**config.mk**
```make
export PLATFORM = sky130hd
export DESIGN_NAME = adcs_sequencer
export DESIGN_NICKNAME = d
export VERILOG_FILES = /design/src/verilog/adcs_sar.v /design/src/verilog/adcs_sequencer.v
export VERILOG_INCLUDE_DIRS = /design/src /design/src/verilog
export SDC_FILE = /design/constraint.sdc
export NUM_CORES = 1
export LEC_CHECK = 0
export BUFFER_PORTS_ARGS = -buffer_cell sky130_fd_sc_hd__buf_2
export CAP_MARGIN = 20
export CORE_ASPECT_RATIO = 0.7
export CORE_UTILIZATION = 39
export DETAILED_ROUTE_END_ITERATION = 12
export PLACE_DENSITY = 0.69
export SLEW_MARGIN = 20
export SYNTH_ARGS = -nofsm -noshare
export SYNTH_HDL_FRONTEND = slang
export SYNTH_SLANG_ARGS = --single-unit
```
**constraint.sdc**
```tcl
create_clock -name clk_sys_i -period 3.3 [get_ports clk_sys_i]
set_clock_uncertainty 0.2 [all_clocks]
set_input_delay 0.66 -clock clk_sys_i [delete_from_list [all_inputs] [get_ports clk_sys_i]]
set_output_delay 0.66 -clock clk_sys_i [all_outputs]
set_load 0.01 [all_outputs]
```
**src/verilog/adcs_defs.vh**
```
// constants shared by the converter sequencer and its approximation engine
`ifndef ADCS_DEFS_VH
`define ADCS_DEFS_VH

// ---------------------------------------------------------------
// result, control word and bit counter sizes
// ---------------------------------------------------------------
`define ADCS_DATA_BITS 12
`define ADCS_CTRL_BITS 8
`define ADCS_CNT_W 4

// ---------------------------------------------------------------
// control byte field positions, most significant first
// ---------------------------------------------------------------
`define ADCS_START_POS 7
`define ADCS_SEL_MSB_POS 6
`define ADCS_SEL_MID_POS 5
`define ADCS_SEL_LSB_POS 4
`define ADCS_POL_POS 3
`define ADCS_CFG_POS 2
`define ADCS_PD_HI_POS 1
`define ADCS_PD_LO_POS 0

// ---------------------------------------------------------------
// serial clock falling edge positions in the control byte
// ---------------------------------------------------------------
`define ADCS_TRACK_BIT_CNT 4'h5
`define ADCS_HOLD_BIT_CNT 4'h8
`define ADCS_CNT_FIRST 4'h1

// ---------------------------------------------------------------
// reset values
// ---------------------------------------------------------------
`define ADCS_CTRL_RST 8'h00
`define ADCS_RESULT_RST 12'h000
`define ADCS_CNT_RST 4'h0

`endif

```
**src/verilog/adcs_sar.v**
```verilog
// successive approximation engine: one trial decision per step pulse
`timescale 1ns/10ps
`default_nettype none
`include "adcs_defs.vh"

module adcs_sar #(
    parameter W = `ADCS_DATA_BITS
) (
    // clock and reset
    input wire clk_sys_i,
    input wire rst_i,
    // sequencing
    input wire start_i,
    input wire step_i,
    input wire comp_i,
    // results
    output wire [W-1:0] trial_o,
    output wire bit_o,
    output wire busy_o,
    output wire done_o,
    output wire [W-1:0] result_o
);

    reg [W-1:0] trial_r;
    reg [W-1:0] mask_r;
    reg [W-1:0] result_r;
    reg busy_r;
    reg done_r;
    reg bit_r;
    wire [W-1:0] kept_w;
    wire [W-1:0] msb_w;

    // comparator high means the held sample is at or above the trial code
    assign kept_w = comp_i ? trial_r : (trial_r & ~mask_r);
    assign msb_w = {1'b1, {(W-1){1'b0}}};

    // ---------------------------------------------------------------
    // binary search over the capacitive dac code
    // ---------------------------------------------------------------
    always @(posedge clk_sys_i or posedge rst_i)
    begin
        if (rst_i)
        begin
            trial_r <= {W{1'b0}};
            mask_r <= {W{1'b0}};
            result_r <= {W{1'b0}};
            busy_r <= 1'b0;
            done_r <= 1'b0;
            bit_r <= 1'b0;
        end
        else
        begin
            done_r <= 1'b0;
            if (start_i)
            begin
                trial_r <= msb_w;
                mask_r <= msb_w;
                busy_r <= 1'b1;
            end
            else if (step_i && busy_r)
            begin
                bit_r <= comp_i;
                trial_r <= kept_w | (mask_r >> 1);
                mask_r <= mask_r >> 1;
                if (mask_r[0])
                begin
                    busy_r <= 1'b0;
                    done_r <= 1'b1;
                    result_r <= kept_w;
                end
            end
        end
    end

    assign trial_o = trial_r;
    assign bit_o = bit_r;
    assign busy_o = busy_r;
    assign done_o = done_r;
    assign result_o = result_r;

endmodule
`default_nettype wire

```
**src/verilog/adcs_sequencer.v**
```verilog
// control byte capture, input routing, track/hold and conversion sequencing
`timescale 1ns/10ps
`default_nettype none
`include "adcs_defs.vh"

module adcs_sequencer #(
    parameter W = `ADCS_DATA_BITS
) (
    // clock and reset
    input wire clk_sys_i,
    input wire rst_i,
    // serial pins from the master
    input wire sclk_i,
    input wire cs_n_i,
    input wire din_i,
    // serial data output pin
    output wire dout_o,
    output wire dout_oe_n_o,
    // analog comparator decision
    input wire comp_i,
    // input multiplexer and track/hold controls
    output wire [1:0] pos_sel_o,
    output wire [1:0] neg_sel_o,
    output wire neg_is_ref_o,
    output wire track_o,
    output wire hold_on_neg_o,
    output wire [W-1:0] dac_code_o,
    // configuration seen by the analog side
    output wire bipolar_o,
    output wire [1:0] power_mode_o,
    // conversion result
    output wire [W-1:0] result_o,
    output wire result_valid_o,
    output wire busy_o
);

    // ---------------------------------------------------------------
    // states
    // ---------------------------------------------------------------
    localparam ST_IDLE = 2'b00;
    localparam ST_SHIFT = 2'b01;
    localparam ST_CONV = 2'b10;

    reg [1:0] state_r;
    reg [`ADCS_CTRL_BITS-1:0] ctrl_r;
    reg [`ADCS_CTRL_BITS-1:0] cfg_r;
    reg [`ADCS_CNT_W-1:0] cnt_r;
    reg track_r;
    reg hold_on_neg_r;
    reg dout_r;
    reg [W-1:0] result_r;
    reg valid_r;
    reg sclk_s1_r, sclk_s2_r, sclk_d3_r;
    reg cs_s1_r, cs_s2_r;
    reg din_s1_r, din_s2_r;
    reg comp_s1_r, comp_s2_r;
    wire sclk_rise_w;
    wire sclk_fall_w;
    wire sar_start_w;
    wire sar_step_w;
    wire sar_bit_w;
    wire sar_busy_w;
    wire sar_done_w;
    wire [W-1:0] sar_result_w;
    wire [`ADCS_CTRL_BITS-1:0] byte_w;

    // ---------------------------------------------------------------
    // pin synchronisers; logic looks at the second stage, and sclk also at a third stage for its edges
    // ---------------------------------------------------------------
    always @(posedge clk_sys_i or posedge rst_i)
    begin
        if (rst_i)
        begin
            sclk_s1_r <= 1'b0;
            sclk_s2_r <= 1'b0;
            sclk_d3_r <= 1'b0;
            cs_s1_r <= 1'b1;
            cs_s2_r <= 1'b1;
            din_s1_r <= 1'b0;
            din_s2_r <= 1'b0;
            comp_s1_r <= 1'b0;
            comp_s2_r <= 1'b0;
        end
        else
        begin
            sclk_s1_r <= sclk_i;
            sclk_s2_r <= sclk_s1_r;
            sclk_d3_r <= sclk_s2_r;
            cs_s1_r <= cs_n_i;
            cs_s2_r <= cs_s1_r;
            din_s1_r <= din_i;
            din_s2_r <= din_s1_r;
            comp_s1_r <= comp_i;
            comp_s2_r <= comp_s1_r;
        end
    end

    // edge pulses, qualified by a selected device
    assign sclk_rise_w = sclk_s2_r & ~sclk_d3_r & ~cs_s2_r;
    assign sclk_fall_w = ~sclk_s2_r & sclk_d3_r & ~cs_s2_r;

    // byte as it stands once the current rising-edge bit is shifted in
    assign byte_w = {ctrl_r[`ADCS_CTRL_BITS-2:0], din_s2_r};

    // hold decision point starts the engine, later falls step it
    assign sar_start_w = sclk_fall_w && (state_r == ST_SHIFT)
        && (cnt_r == `ADCS_HOLD_BIT_CNT);
    assign sar_step_w = sclk_fall_w && (state_r == ST_CONV);

    // ---------------------------------------------------------------
    // control byte, track/hold and conversion sequencing
    // ---------------------------------------------------------------
    always @(posedge clk_sys_i or posedge rst_i)
    begin
        if (rst_i)
        begin
            state_r <= ST_IDLE;
            ctrl_r <= `ADCS_CTRL_RST;
            cfg_r <= `ADCS_CTRL_RST;
            cnt_r <= `ADCS_CNT_RST;
            track_r <= 1'b0;
            hold_on_neg_r <= 1'b0;
            result_r <= `ADCS_RESULT_RST;
            valid_r <= 1'b0;
        end
        else
        begin
            valid_r <= 1'b0;
            if (cs_s2_r)
            begin
                // deselect abandons a partial byte or conversion
                state_r <= ST_IDLE;
                cnt_r <= `ADCS_CNT_RST;
                hold_on_neg_r <= 1'b0;
            end
            else
            begin
                case (state_r)
                    ST_IDLE:
                    begin
                        // leading zeros are ignored until a one arrives
                        if (sclk_rise_w && din_s2_r)
                        begin
                            ctrl_r <= byte_w;
                            cnt_r <= `ADCS_CNT_FIRST;
                            state_r <= ST_SHIFT;
                        end
                    end
                    ST_SHIFT:
                    begin
                        if (sclk_rise_w && (cnt_r != `ADCS_HOLD_BIT_CNT))
                        begin
                            ctrl_r <= byte_w;
                            cnt_r <= cnt_r + `ADCS_CNT_FIRST;
                        end
                        if (sclk_fall_w && (cnt_r == `ADCS_TRACK_BIT_CNT))
                        begin
                            track_r <= 1'b1;
                        end
                        if (sar_start_w)
                        begin
                            // three clocks after tracking began
                            track_r <= 1'b0;
                            hold_on_neg_r <= 1'b1;
                            cfg_r <= ctrl_r;
                            state_r <= ST_CONV;
                        end
                    end
                    ST_CONV:
                    begin
                        if (sar_done_w)
                        begin
                            // capacitor back on the positive node
                            hold_on_neg_r <= 1'b0;
                            track_r <= 1'b1;
                            // bipolar results read as two's complement
                            result_r <= {sar_result_w[W-1] ^ ~cfg_r[`ADCS_POL_POS],
                                sar_result_w[W-2:0]};
                            valid_r <= 1'b1;
                            cnt_r <= `ADCS_CNT_RST;
                            state_r <= ST_IDLE;
                        end
                    end
                    default:
                    begin
                        state_r <= ST_IDLE;
                    end
                endcase
            end
        end
    end

    // ---------------------------------------------------------------
    // serial output: each decided bit except the last leaves on a falling edge
    // ---------------------------------------------------------------
    always @(posedge clk_sys_i or posedge rst_i)
    begin
        if (rst_i)
        begin
            dout_r <= 1'b0;
        end
        else if (sclk_fall_w)
        begin
            // shows the bit decided one fall earlier, stable for a whole clock
            dout_r <= (state_r == ST_CONV) ? sar_bit_w : 1'b0;
        end
    end

    assign dout_o = dout_r;
    assign dout_oe_n_o = cs_s2_r;

    // ---------------------------------------------------------------
    // approximation engine
    // ---------------------------------------------------------------
    adcs_sar #(
        .W(W)
    ) u_sar (
        .clk_sys_i(clk_sys_i),
        .rst_i(rst_i),
        .start_i(sar_start_w),
        .step_i(sar_step_w),
        .comp_i(comp_s2_r),
        .trial_o(dac_code_o),
        .bit_o(sar_bit_w),
        .busy_o(sar_busy_w),
        .done_o(sar_done_w),
        .result_o(sar_result_w)
    );

    // ---------------------------------------------------------------
    // input routing from the latched byte
    // ---------------------------------------------------------------
    // the select msb picks the odd member, the mid bit picks the pair
    assign pos_sel_o = {cfg_r[`ADCS_SEL_MID_POS], cfg_r[`ADCS_SEL_MSB_POS]};
    // partner of the same pair, never crossing pairs
    assign neg_sel_o = {cfg_r[`ADCS_SEL_MID_POS], ~cfg_r[`ADCS_SEL_MSB_POS]};
    // single-ended returns to the reference; differential keeps the partner
    assign neg_is_ref_o = cfg_r[`ADCS_CFG_POS];
    // the capacitor only ever charges from the positive node while tracking
    assign track_o = track_r & ~hold_on_neg_r;
    assign hold_on_neg_o = hold_on_neg_r;
    assign bipolar_o = ~cfg_r[`ADCS_POL_POS];
    assign power_mode_o = {cfg_r[`ADCS_PD_HI_POS], cfg_r[`ADCS_PD_LO_POS]};
    assign result_o = result_r;
    assign result_valid_o = valid_r;
    assign busy_o = sar_busy_w | (state_r == ST_CONV);

endmodule
`default_nettype wire

```
* After elaboration in Yosys (flattened, before gate mapping) *
Cells that the tools add are included.
W data, S select, Z words.

cells by class
  shift-type cells = 0
  eq/ne operators = 13
  $mul = 0
  reduce and logical (&&, ||, !) cells = 24
  div/mod/pow operators = 0
  $add $sub $neg = 1
  multiplexer cells = 36
  bitwise gates (word level) = 17
  $lt $le $gt $ge = 0

operator list
  operator               count
  $mux W12               5
  $mux W1                16
  $mux W4                4
  $reduce_and A3 Y1      5
  $mux W7                2
  $pmux W7 S2            1
  $and A12 B12 Y12       1
  $not A12 Y12           1
  $or A12 B11 Y12        1
  $pmux W4 S3            1
  $reduce_and A4 Y1      3
  $ne A3 B2 Y1 const B   3
  $mux W2                4
  $reduce_bool A2 Y1     4
  $logic_and A1 B1 Y1    7
  $not A1 Y1             7
  $ne A3 B3 Y1 const B   2
  $pmux W2 S3            1
  $and A1 B1 Y1          5
  $add A4 B1 Y4 const B  1
  $eq A4 B3 Y1 const B   1
  $eq A4 B4 Y1 const B   1
  $ne A2 B1 Y1 const B   2
  $ne A4 B4 Y1 const B   1
  other kinds (10)       12

storage, ports and cells
  logic and storage cells = 115
  flip-flop bits (word level) = 84
  bits of input ports = 6
  memories kept = 0
  RAM bits = 0
  output and inout bits = 38
  bits in read-only memories = 0
  bits in latches = 0

* Logic depth before layout (Yosys ltp) *
Gate-level depths: netlist of run 1.

  depth after elaboration = 8
  depth in mapped cells = 9
  depth with buffers taken out = 6

* Cells and area by module *
A second synthesis of run 1 with hierarchy kept.

unflattened totals
  cells, all modules = 351
  area total of the unflattened synthesis = 3568.4 sq um

by module, submodules not included
  module          area an instance (sq um)  seq. area each (sq um)  instances  cells an instance
  adcs_sequencer  1993.2                    1103.6                  1          188
  adcs_sar        1575.3                    975.9                   1          163

* Least setup slack after synthesis of run 1 *
No wires, ideal clock.

  kind = reg-to-reg
  start = reg state_r[0]
  end = reg u_sar.result_r[2] (netlist: u_sar.result_o[2])
  path slack = 1.111 ns
  required time = 2.975 ns
  buffers on the path = 2
  arrival time = 1.864 ns
  setup time = 0.125 ns
  period minus slack after synthesis = 2.189 ns
  stages on the path, launching flop included = 9
  cells stage by stage = dfrtp_1 inv_1 ha_1 clkbuf_2 nand4bb_1 a311oi_4 nand2_2 buf_6 mux2_4

on the way
  cells in the longest elaborated chain, start to end = 5
  elaborated cells between the ends (all ways) = 8
  those cells by class = eq/ne: 2; bitwise: 1; reduce/logical: 5

ends and longest elaborated chain
  element                                 RTL line              source
  start, declared                         adcs_sequencer.v:44   reg [1:0] state_r;
  start signal, assigned                  adcs_sequencer.v:117  state_r <= ST_IDLE;
  start signal, assigned                  adcs_sequencer.v:132  state_r <= ST_IDLE;
  start signal, assigned                  adcs_sequencer.v:146  state_r <= ST_SHIFT;
  $eq A2 B1 Y1                            adcs_sequencer.v:106  assign sar_start_w = sclk_fall_w && (state_r == ST_SHIFT)
  $logic_and A1 B1 Y1 (2 in series)       adcs_sequencer.v:106
  $not A1 Y1 (no source line)             -
  $reduce_and A3 Y1 (no source line) (*)  -
  end signal, assigned                    adcs_sar.v:46         result_r <= {W{1'b0}};
  end signal, assigned                    adcs_sar.v:69         result_r <= kept_w;
  end, declared                           adcs_sar.v:26         reg [W-1:0] result_r;

Every way passes the cells marked *; elsewhere a longest branch is shown, timed or not.
A chain may end at the register's enable or synchronous reset.

* Final worst setup path of run 1 *
  start = reg state_r[1]
  end = reg u_sar.result_r[8] (netlist: u_sar.result_o[8])

The elaborated chain is that of the path after synthesis.

==> results.md, run 1 <==
* Gp weighted congestion at 0.824
* Core area at 0.00872 mm²
* Vias in the first global route at 2444
* Final setup margin at 0.688 ns
* Starting Density at 41.4%
* Avg Inst Size Synth at 11.6 µm²
* Max-slew violation count at 0
* EDFF count, synth at 0
* Yosys cell types at 51
* Peak supply drop at 0.333 mV
* DPL Wire Length at 4930 µm
* Initial antenna violation count at 0
* H-tree levels at 3
* Critical path's slowest cell: ha_1
* Clock transition at path regs at 0.06 ns
* Post-CTS setup buffers at 0
* Minimum clock period at 2.61 ns
* Pwr dens at 554 mW/mm²
* Top cell type's share of synthesized area at 56.1%
* CP Launch Type: flop
* Post-synthesis xor/xnor area fraction at 0.243%
* Total track usage at 17.1%
* Clk sinks at 83
* Root Buffer: clkbuf_16
* Worst-Margin Slew at 0.588 ns
* Most frequent cells in the layout: dfrtp_1, nand2_1, buf_2
* Largest net degree at the start of global routing at 53
* Routed vias at 2431
* Layout Cell Area excl Fill at 0.00422 mm²
* Leakage Power at 2.16 nW
* YS warnings at 0
* # IOs at 44
* Crit-path max FO at 17
* FP Rows at 28
* Period utilization at 79.2%
* Top cells by area, synth: dfrtp_1, mux2_2, nand2_1
* Crit Reg-Reg Startpoint: state_r[1]
* Worst R2R End: u_sar.result_o[8]
* Slew Limit Headroom at 60.7%
* Routed len/inst at 15.3 µm
* Fill cells at 784
* Cell count after placement at 459
* Cts repair resizes at 0
* Drt pass-1 iters at 4
* Share of cells above drive strength 1 at 27.6%
* WP data required at 3.32 ns
* Predominant post-synthesis flop cell: dfrtp_1
* Worst-skew pair later-pin latency at 0.34 ns
* CP arrival at 2.63 ns
* First-pass GRT wire length at 12100 µm
* WHS Endpoint: comp_s2_r
* Overflow after GRT at 0
* Setup crit end kind: flop
* # diodes at 0
* Die height at 82.5 µm
* Compound-Gate Fraction of Synth Area at 12.9%
* Via density at 5.12
* Total Nets Final at 363
* Post-DRT Antenna Nets at 0
* Min-delay src: comp_s1_r
* Cts hold-fix bufs at 0
* Drt initial violations at 160
* Power Total at 2.34 mW
* Largest family of logic cells by synthesized area: simple AND/OR/NAND/NOR gates
* Residual DRC at 0
* Final Hold Fails at 0
* Dpl ws at 0.686 ns
* R2R Setup Slk at 0.69 ns
* Highest clock rate at 383 MHz
* WHS Path Cells at 0
* Setup Viol. Count Final at 0
* Cell area after synthesis at 0.00361 mm²
* Critical Path Max Stage Delay at 0.47 ns
* Area growth from synthesis to layout at 16.9%
* Post-synthesis async set-or-reset flop share at 100%
* Adder-cell share of the synthesized area at 2.43%
* Leading cell type in the layout, fill and taps excluded: dfrtp_1
* Simple-Gate Fraction of Synth Area at 13.0%
* Syn_nets at 325
* Seq cells post-synth at 83
* PortBufs at 43
* HP Class: reg2reg
* Synth Instances at 312
* Outcome: completed
* Cell taking the most area after synthesis: dfrtp_1
* WS Path Type: reg2reg
* Finished Layout Cells at 475
* CP cell instances: inv_1, ha_1, nor2b_1, a311oi_4, nand2_2, mux2_2
* Die area at 0.00965 mm²
* Placed Area at 0.00390 mm²
* Final setup TNS at 0 ns
* Sequential fraction of the synthesis area at 57.6%
* RSZ-0062 raised after global routing: false
* Post-synthesis mux area share at 9.36%
* Total wire length at 7250 µm
* TritonCTS Buffers at 9
* # Max-Cap Violations at 0
* Die W at 117 µm
* Bufs on Longest Clock Path at 2
* CTS tree: done
* FF-to-FF path depth at 6
-- layout make-up --
| type | instances | area [µm²] | area share (%) |
|---|---|---|---|
| timing repair buffer | 46 | 250 | 5.93 |
| clock inverter | 4 | 73.8 | 1.75 |
| sequential | 83 | 2080 | 49.2 |
| tap | 120 | 150 | 3.56 |
| multi-input combinational | 196 | 1370 | 32.4 |
| inverter | 14 | 53.8 | 1.27 |
| clock buffer | 12 | 246 | 5.84 |
-- per-stage QoR --
step	hold WS [ns]	utilization [%]
CTS	0.147	48.4
global placement	0.133	44.7
floorplan	0.131	-
finish	0.146	48.4
detailed placement	0.135	44.7
global route	0.158	48.4
-- worst max-delay path by stage --
stage                     slack, ns                 end       start  cells after the start
final                          0.69   u_sar.result_o[8]  state_r[1]                      6
after global routing           0.53  u_sar.result_o[10]  state_r[1]                      6
after CTS                      0.69  u_sar.result_o[10]  state_r[1]                      6
after detailed placement       0.69   u_sar.result_o[8]  state_r[1]                      6
after global placement         0.83   u_sar.result_o[8]  state_r[1]                      6
after floorplan                0.31            cfg_r[0]       rst_i                      1
-- cells by family after synthesis --
kind of cell | after synthesis
AND/OR/NAND/NOR | 96
flip-flops | 83
AO/OA/AOI/OAI | 64
buffers and inverters | 33
multiplexers | 28
adder cells (fa/ha/maj) | 7
XOR/XNOR | 1
-- report_power, final --
group	switching, mW	leakage (nW)	internal (mW)
clock	0.382	0.157	0.683
combinational	0.0927	0.880	0.0738
sequential	0.0387	1.13	1.07
total	0.513	2.16	1.83
-- registers in the layout (all words and copies together), names as in the netlist, 2 cells and up --
register,cells
u_sar.trial_o,12
ctrl_r,7
u_sar.mask_r,12
u_sar.result_o,12
cnt_r,4
result_o,12
cfg_r,6
state_r,2
-- layer usage --
metal | global-route usage, % | wire length (µm)
met1 | 24.3 | 3720
met2 | 24.2 | 2990
met3 | 4.89 | 414
met4 | 7.72 | 129
met5 | 0 | 0
-- Yosys cell counts, drive strengths merged, types with 2 or more instances --
master / instances
nor2: 3
nand3: 6
ha: 7
nor3: 5
buf: 10
nand2b: 3
clkbuf: 9
a21o: 2
inv: 14
nor2b: 4
a311oi: 2
a21oi: 4
nand4: 3
nand4bb: 2
a21boi: 12
or2: 2
dfstp: 2
o31ai: 4
nor3b: 2
a31oi: 2
dfrtp: 81
o21ai: 19
a22o: 8
nand2: 58
mux2: 28
a2bb2oi: 2
-- worst max-delay path: cells and delay by family (launching register included) --
| kind | cells | cell delay (ns) |
|---|---|---|
| and+or+nand+nor | 2 | 0.78 |
| DFF | 1 | 0.41 |
| AOI/OAI and AO/OA | 1 | 0.15 |
| muxes | 1 | 0.38 |
| adders and majority gates | 1 | 0.47 |
| buffers and inverters | 1 | 0.11 |
(Power assumes the default switching activity.)
==> inputs of run 2 (changes only) <==
==> constraint.sdc (replaced) <==
create_clock -name clk_sys_i -period 2.6 [get_ports clk_sys_i]
set_clock_uncertainty 0.2 [all_clocks]
set_input_delay 0.52 -clock clk_sys_i [delete_from_list [all_inputs] [get_ports clk_sys_i]]
set_output_delay 0.52 -clock clk_sys_i [all_outputs]
set_load 0.01 [all_outputs]
==> results.md, run 2 (synthesis gave the netlist of run 1 again) <==
* HP Class: in2async
* Critical Path Max Stage Delay at 0.38 ns
* Post-CTS setup buffers at 0
* CP Launch Type: flop
* Gp weighted congestion at 0.890
* FF-to-FF path depth at 6
* Met2 Wirelength at 2890 µm
* Most frequent cells in the layout: dfrtp_1, nand2_1, buf_2
* Cts repair resizes at 0
* Clock transition at path regs at 0.06 ns
* Routed vias at 2416
* Die height at 82.5 µm
* PortBufs at 43
* Post-DRT Antenna Nets at 0
* Leakage Power at 2.17 nW
* RSZ-0062 raised after global routing: false
* CTS tree: done
* Top delay family on crit path: simple AND/OR/NAND/NOR gates
* Max-slew violation count at 0
* Fill cells at 786
* WS Path Type: reg2reg
* Total track usage at 16.4%
* Setup Viol. Count Final at 0
* CP arrival at 2.39 ns
* Slew Limit Headroom at 65.5%
* Hold Slack at 0.0766 ns
* Share of cells above drive strength 1 at 28.3%
* Die W at 117 µm
* Die area at 0.00965 mm²
* First-pass GRT wire length at 11600 µm
* Core area at 0.00872 mm²
* Setup crit end kind: flop
* Vias in the first global route at 2313
* Drt initial violations at 249
* Final setup TNS at 0 ns
* Crit Reg-Reg Startpoint: state_r[0]
* Area growth from synthesis to layout at 17.7%
* # IOs at 44
* Via density at 5.06
* Final Hold Fails at 0
* Highest metal used: met4
* Layout Cell Area excl Fill at 0.00425 mm²
* Drt pass-1 iters at 4
* Leading cell type in the layout, fill and taps excluded: dfrtp_1
* Critical path's slowest cell: mux2_4
* Residual DRC at 0
* Final core utilization at 48.7%
* R2R Setup Slk at 0.23 ns
* Clk sinks at 83
* Routed len/inst at 14.3 µm
* Highest clock rate at 422 MHz
* Cts hold-fix bufs at 0
* H-tree levels at 3
* Bufs on Longest Clock Path at 2
* DPL Wire Length at 4680 µm
* CP cell instances: inv_1, ha_1, nand4bb_1, a311oi_4, nand2_2, mux2_4
* WL met1 at 3340 µm
* FP Rows at 28
* Placed Area at 0.00392 mm²
* Total Nets Final at 365
* Starting Density at 41.4%
* Crit path buf inv count at 1
* Crit-path max FO at 13
* # diodes at 0
* Overflow after GRT at 0
* TritonCTS Buffers at 9
* Outcome: completed
* Root Buffer: clkbuf_16
* WP data required at 2.62 ns
* Peak supply drop at 0.278 mV
* Worst R2R End: u_sar.result_o[5]
* Minimum clock period at 2.37 ns
* Period utilization at 91.1%
* # Max-Cap Violations at 0
* Worst-Margin Slew at 0.517 ns
* Total wire length at 6830 µm
* Met3 WL post-DR at 474 µm
* Worst-skew pair later-pin latency at 0.33 ns
* Pwr dens at 704 mW/mm²
* Largest net degree at the start of global routing at 84
* Initial antenna violation count at 0
run 2: per-stage QoR:
stage	total power [mW]	std cells	worst slack, ns
3_5_place_dp	1.65	461	0.225
2_1_floorplan	1.58	312	0.411
5_1_grt	3.12	477	0.0673
3_3_place_gp	1.64	461	0.298
4_1_cts	3.04	477	0.220
6_report	2.99	477	0.232
run 2: power by group:
group | internal (mW) | total, mW | switching, mW
logic | 0.0993 | 0.219 | 0.120
clock network | 0.891 | 1.37 | 0.479
registers | 1.36 | 1.40 | 0.0470
total | 2.35 | 2.99 | 0.646
run 2: worst min-delay path: cells and delay by family:
kind,cells,cell delay [ns]
buffers and inverters,3,0.51
run 2: how the worst max path moves through the flow:
stage | depth (start not counted) | endpoint | slack, ns | from
6_report | 6 | u_sar.result_o[5] | 0.23 | state_r[0]
5_1_grt | 6 | u_sar.result_o[5] | 0.07 | state_r[0]
4_1_cts | 6 | u_sar.result_o[2] | 0.22 | state_r[0]
3_5_place_dp | 6 | u_sar.result_o[2] | 0.23 | state_r[0]
3_3_place_gp | 6 | u_sar.result_o[7] | 0.30 | state_r[0]
2_1_floorplan | 8 | u_sar.result_o[2] | 0.41 | state_r[0]
run 2: cell type report:
cell class / count / area [µm²] / share of cell area [%]
timing repair buffer: 48 / 265 / 6.24
tap: 120 / 150 / 3.53
inverter: 14 / 56.3 / 1.33
sequential: 83 / 2080 / 48.9
clock buffer: 12 / 256 / 6.04
clock inverter: 4 / 72.6 / 1.71
multi-input combinational: 196 / 1370 / 32.2
run 2: metal layers:
layer,global-route usage [%],up-vias
met5,0,-
met4,7.09,0
met3,5.47,9
met2,23.8,71
met1,22.4,1163
li1,-,1173
==> inputs of run 3 (changes only) <==
--- a/config.mk
+++ b/config.mk
@@ -6,12 +6,13 @@
 export SDC_FILE = /design/constraint.sdc
 export NUM_CORES = 1
 export LEC_CHECK = 0
-export BUFFER_PORTS_ARGS = -buffer_cell sky130_fd_sc_hd__buf_2
 export CAP_MARGIN = 20
 export CORE_ASPECT_RATIO = 0.7
 export CORE_UTILIZATION = 39
+export CTS_CLUSTER_DIAMETER = 30
 export DETAILED_ROUTE_END_ITERATION = 12
-export PLACE_DENSITY = 0.69
+export DONT_BUFFER_PORTS = 1
+export PLACE_DENSITY_LB_ADDON = 0.05
 export SLEW_MARGIN = 20
 export SYNTH_ARGS = -nofsm -noshare
 export SYNTH_HDL_FRONTEND = slang
==> results.md, run 3 (synthesis gave the netlist of run 1 again) <==
* Die W at 117 µm
* WS Path Type: reg2reg
* Final Hold Fails at 0
* Post-CTS setup buffers at 0
* WHS Path Cells at 0
* CP arrival at 2.33 ns
* Drt initial violations at 102
* Outcome: completed
* WHS Endpoint: sclk_s2_r
* Min-delay src: sclk_s1_r
* TritonCTS Buffers at 9
* Post-DRT Antenna Nets at 0
* CTS tree: done
* Crit-path max FO at 13
* Clock transition at path regs at 0.06 ns
* Overflow after GRT at 0
* Total Nets Final at 328
* Bufs on Longest Clock Path at 2
* Pwr dens at 708 mW/mm²
* Final setup margin at 0.284 ns
* Largest net degree at the start of global routing at 84
* Total wire length at 7250 µm
* Hold Slack at 0.147 ns
* DPL Wire Length at 4660 µm
* Routed len/inst at 16.5 µm
* Die height at 82.5 µm
* Worst-Margin Slew at 0.630 ns
* Minimum clock period at 2.32 ns
* Clk sinks at 83
* Dpl ws at 0.306 ns
* FP Rows at 28
* Crit Reg-Reg Startpoint: cnt_r[0]
* Worst R2R End: u_sar.result_o[7]
* RSZ-0062 raised after global routing: false
* CP Launch Type: flop
* Slew Limit Headroom at 57.6%
* # Max-Cap Violations at 0
* Final setup TNS at 0 ns
* Root Buffer: clkbuf_16
* Vias in the first global route at 2276
* Max-slew violation count at 0
* WP data required at 2.61 ns
* Core area at 0.00872 mm²
* Total track usage at 17.1%
* Highest clock rate at 432 MHz
* Peak supply drop at 0.429 mV
* Drt pass-1 iters at 4
* Leading cell type in the layout, fill and taps excluded: dfrtp_1
* First-pass GRT wire length at 12100 µm
* # IOs at 44
* Initial antenna violation count at 0
* Cts repair resizes at 0
* Die area at 0.00965 mm²
* HP Class: reg2reg
* Via density at 5.08
* Starting Density at 41.4%
* R2R Setup Slk at 0.28 ns
* Leakage Power at 1.96 nW
* Setup crit end kind: flop
* Share of cells above drive strength 1 at 18.4%
* # diodes at 0
* Most frequent cells in the layout: dfrtp_1, nand2_1, mux2_2
* Period utilization at 89.1%
* FF-to-FF path depth at 6
* Area growth from synthesis to layout at 12.4%
* Gp weighted congestion at 0.823
* H-tree levels at 3
* Worst-skew pair later-pin latency at 0.33 ns
* PortBufs at 0
* Residual DRC at 0
* Routed vias at 2237
* Setup Viol. Count Final at 0
[run 3: cell count changes in the layout (fill, tap and decap cells not counted)]
| cell | delta |
|---|---|
| buf_4 | +1 |
| buf_2 | -43 |
| bufinv_16 | -1 |
| dlygate4sd3_1 | +5 |
| clkbuf_8 | -1 |
| clkinv_2 | +2 |
[run 3: critical path, stage by stage, from the launching register on]
cell and delay [ns]:
dfrtp_1 0.43, inv_1 0.07, ha_1 0.21, and3b_1 0.28, a311oi_4 0.33, nand2_2 0.30, mux2_4 0.38
[run 3: final cells by class]
type	count	area [µm²]
Fill cell	801	4670
Clock buffer	11	243
Sequential cell	83	2080
Clock inverter	5	52.6
Timing Repair Buffer	11	108
Tap cell	120	150
Inverter	14	56.3
Multi-Input combinational cell	196	1370
[run 3: what timing repair did]
item                                    CTS  global route
endpoints found under the setup margin    0             0
endpoints found under the hold margin    20             1
hold buffers                              4             1
[run 3: how the worst max path moves through the flow]
stage,start,endpoint,cells after the start
floorplan,state_r[0],u_sar.result_o[2],8
global placement,cnt_r[0],u_sar.result_o[2],6
detailed placement,cnt_r[0],u_sar.result_o[6],6
CTS,cnt_r[0],u_sar.result_o[7],6
global route,state_r[1],u_sar.result_o[9],6
finish,cnt_r[0],u_sar.result_o[7],6
[run 3: metrics by stage]
stage	cell area (µm²)	std cells	power [mW]	utilization, %
after floorplan	3610	312	1.58	-
after global placement	3710	419	1.63	42.6
after detailed placement	3710	419	1.64	42.6
after CTS	4050	439	2.92	46.4
after global routing	4060	440	3.01	46.5
final	4060	440	2.87	46.5
[run 3: metal layers]
layer  GRT usage (%)  part of all wire, %
met4            5.70                  1.2
met3            6.93                  6.8
met2            22.5                   38
met1            25.1                   54
met5               0                    0
[run 3: report_power, final]
group	internal [mW]	switching, mW
Sequential	1.36	0.0453
Combinational	0.0950	0.121
Clock	0.765	0.491
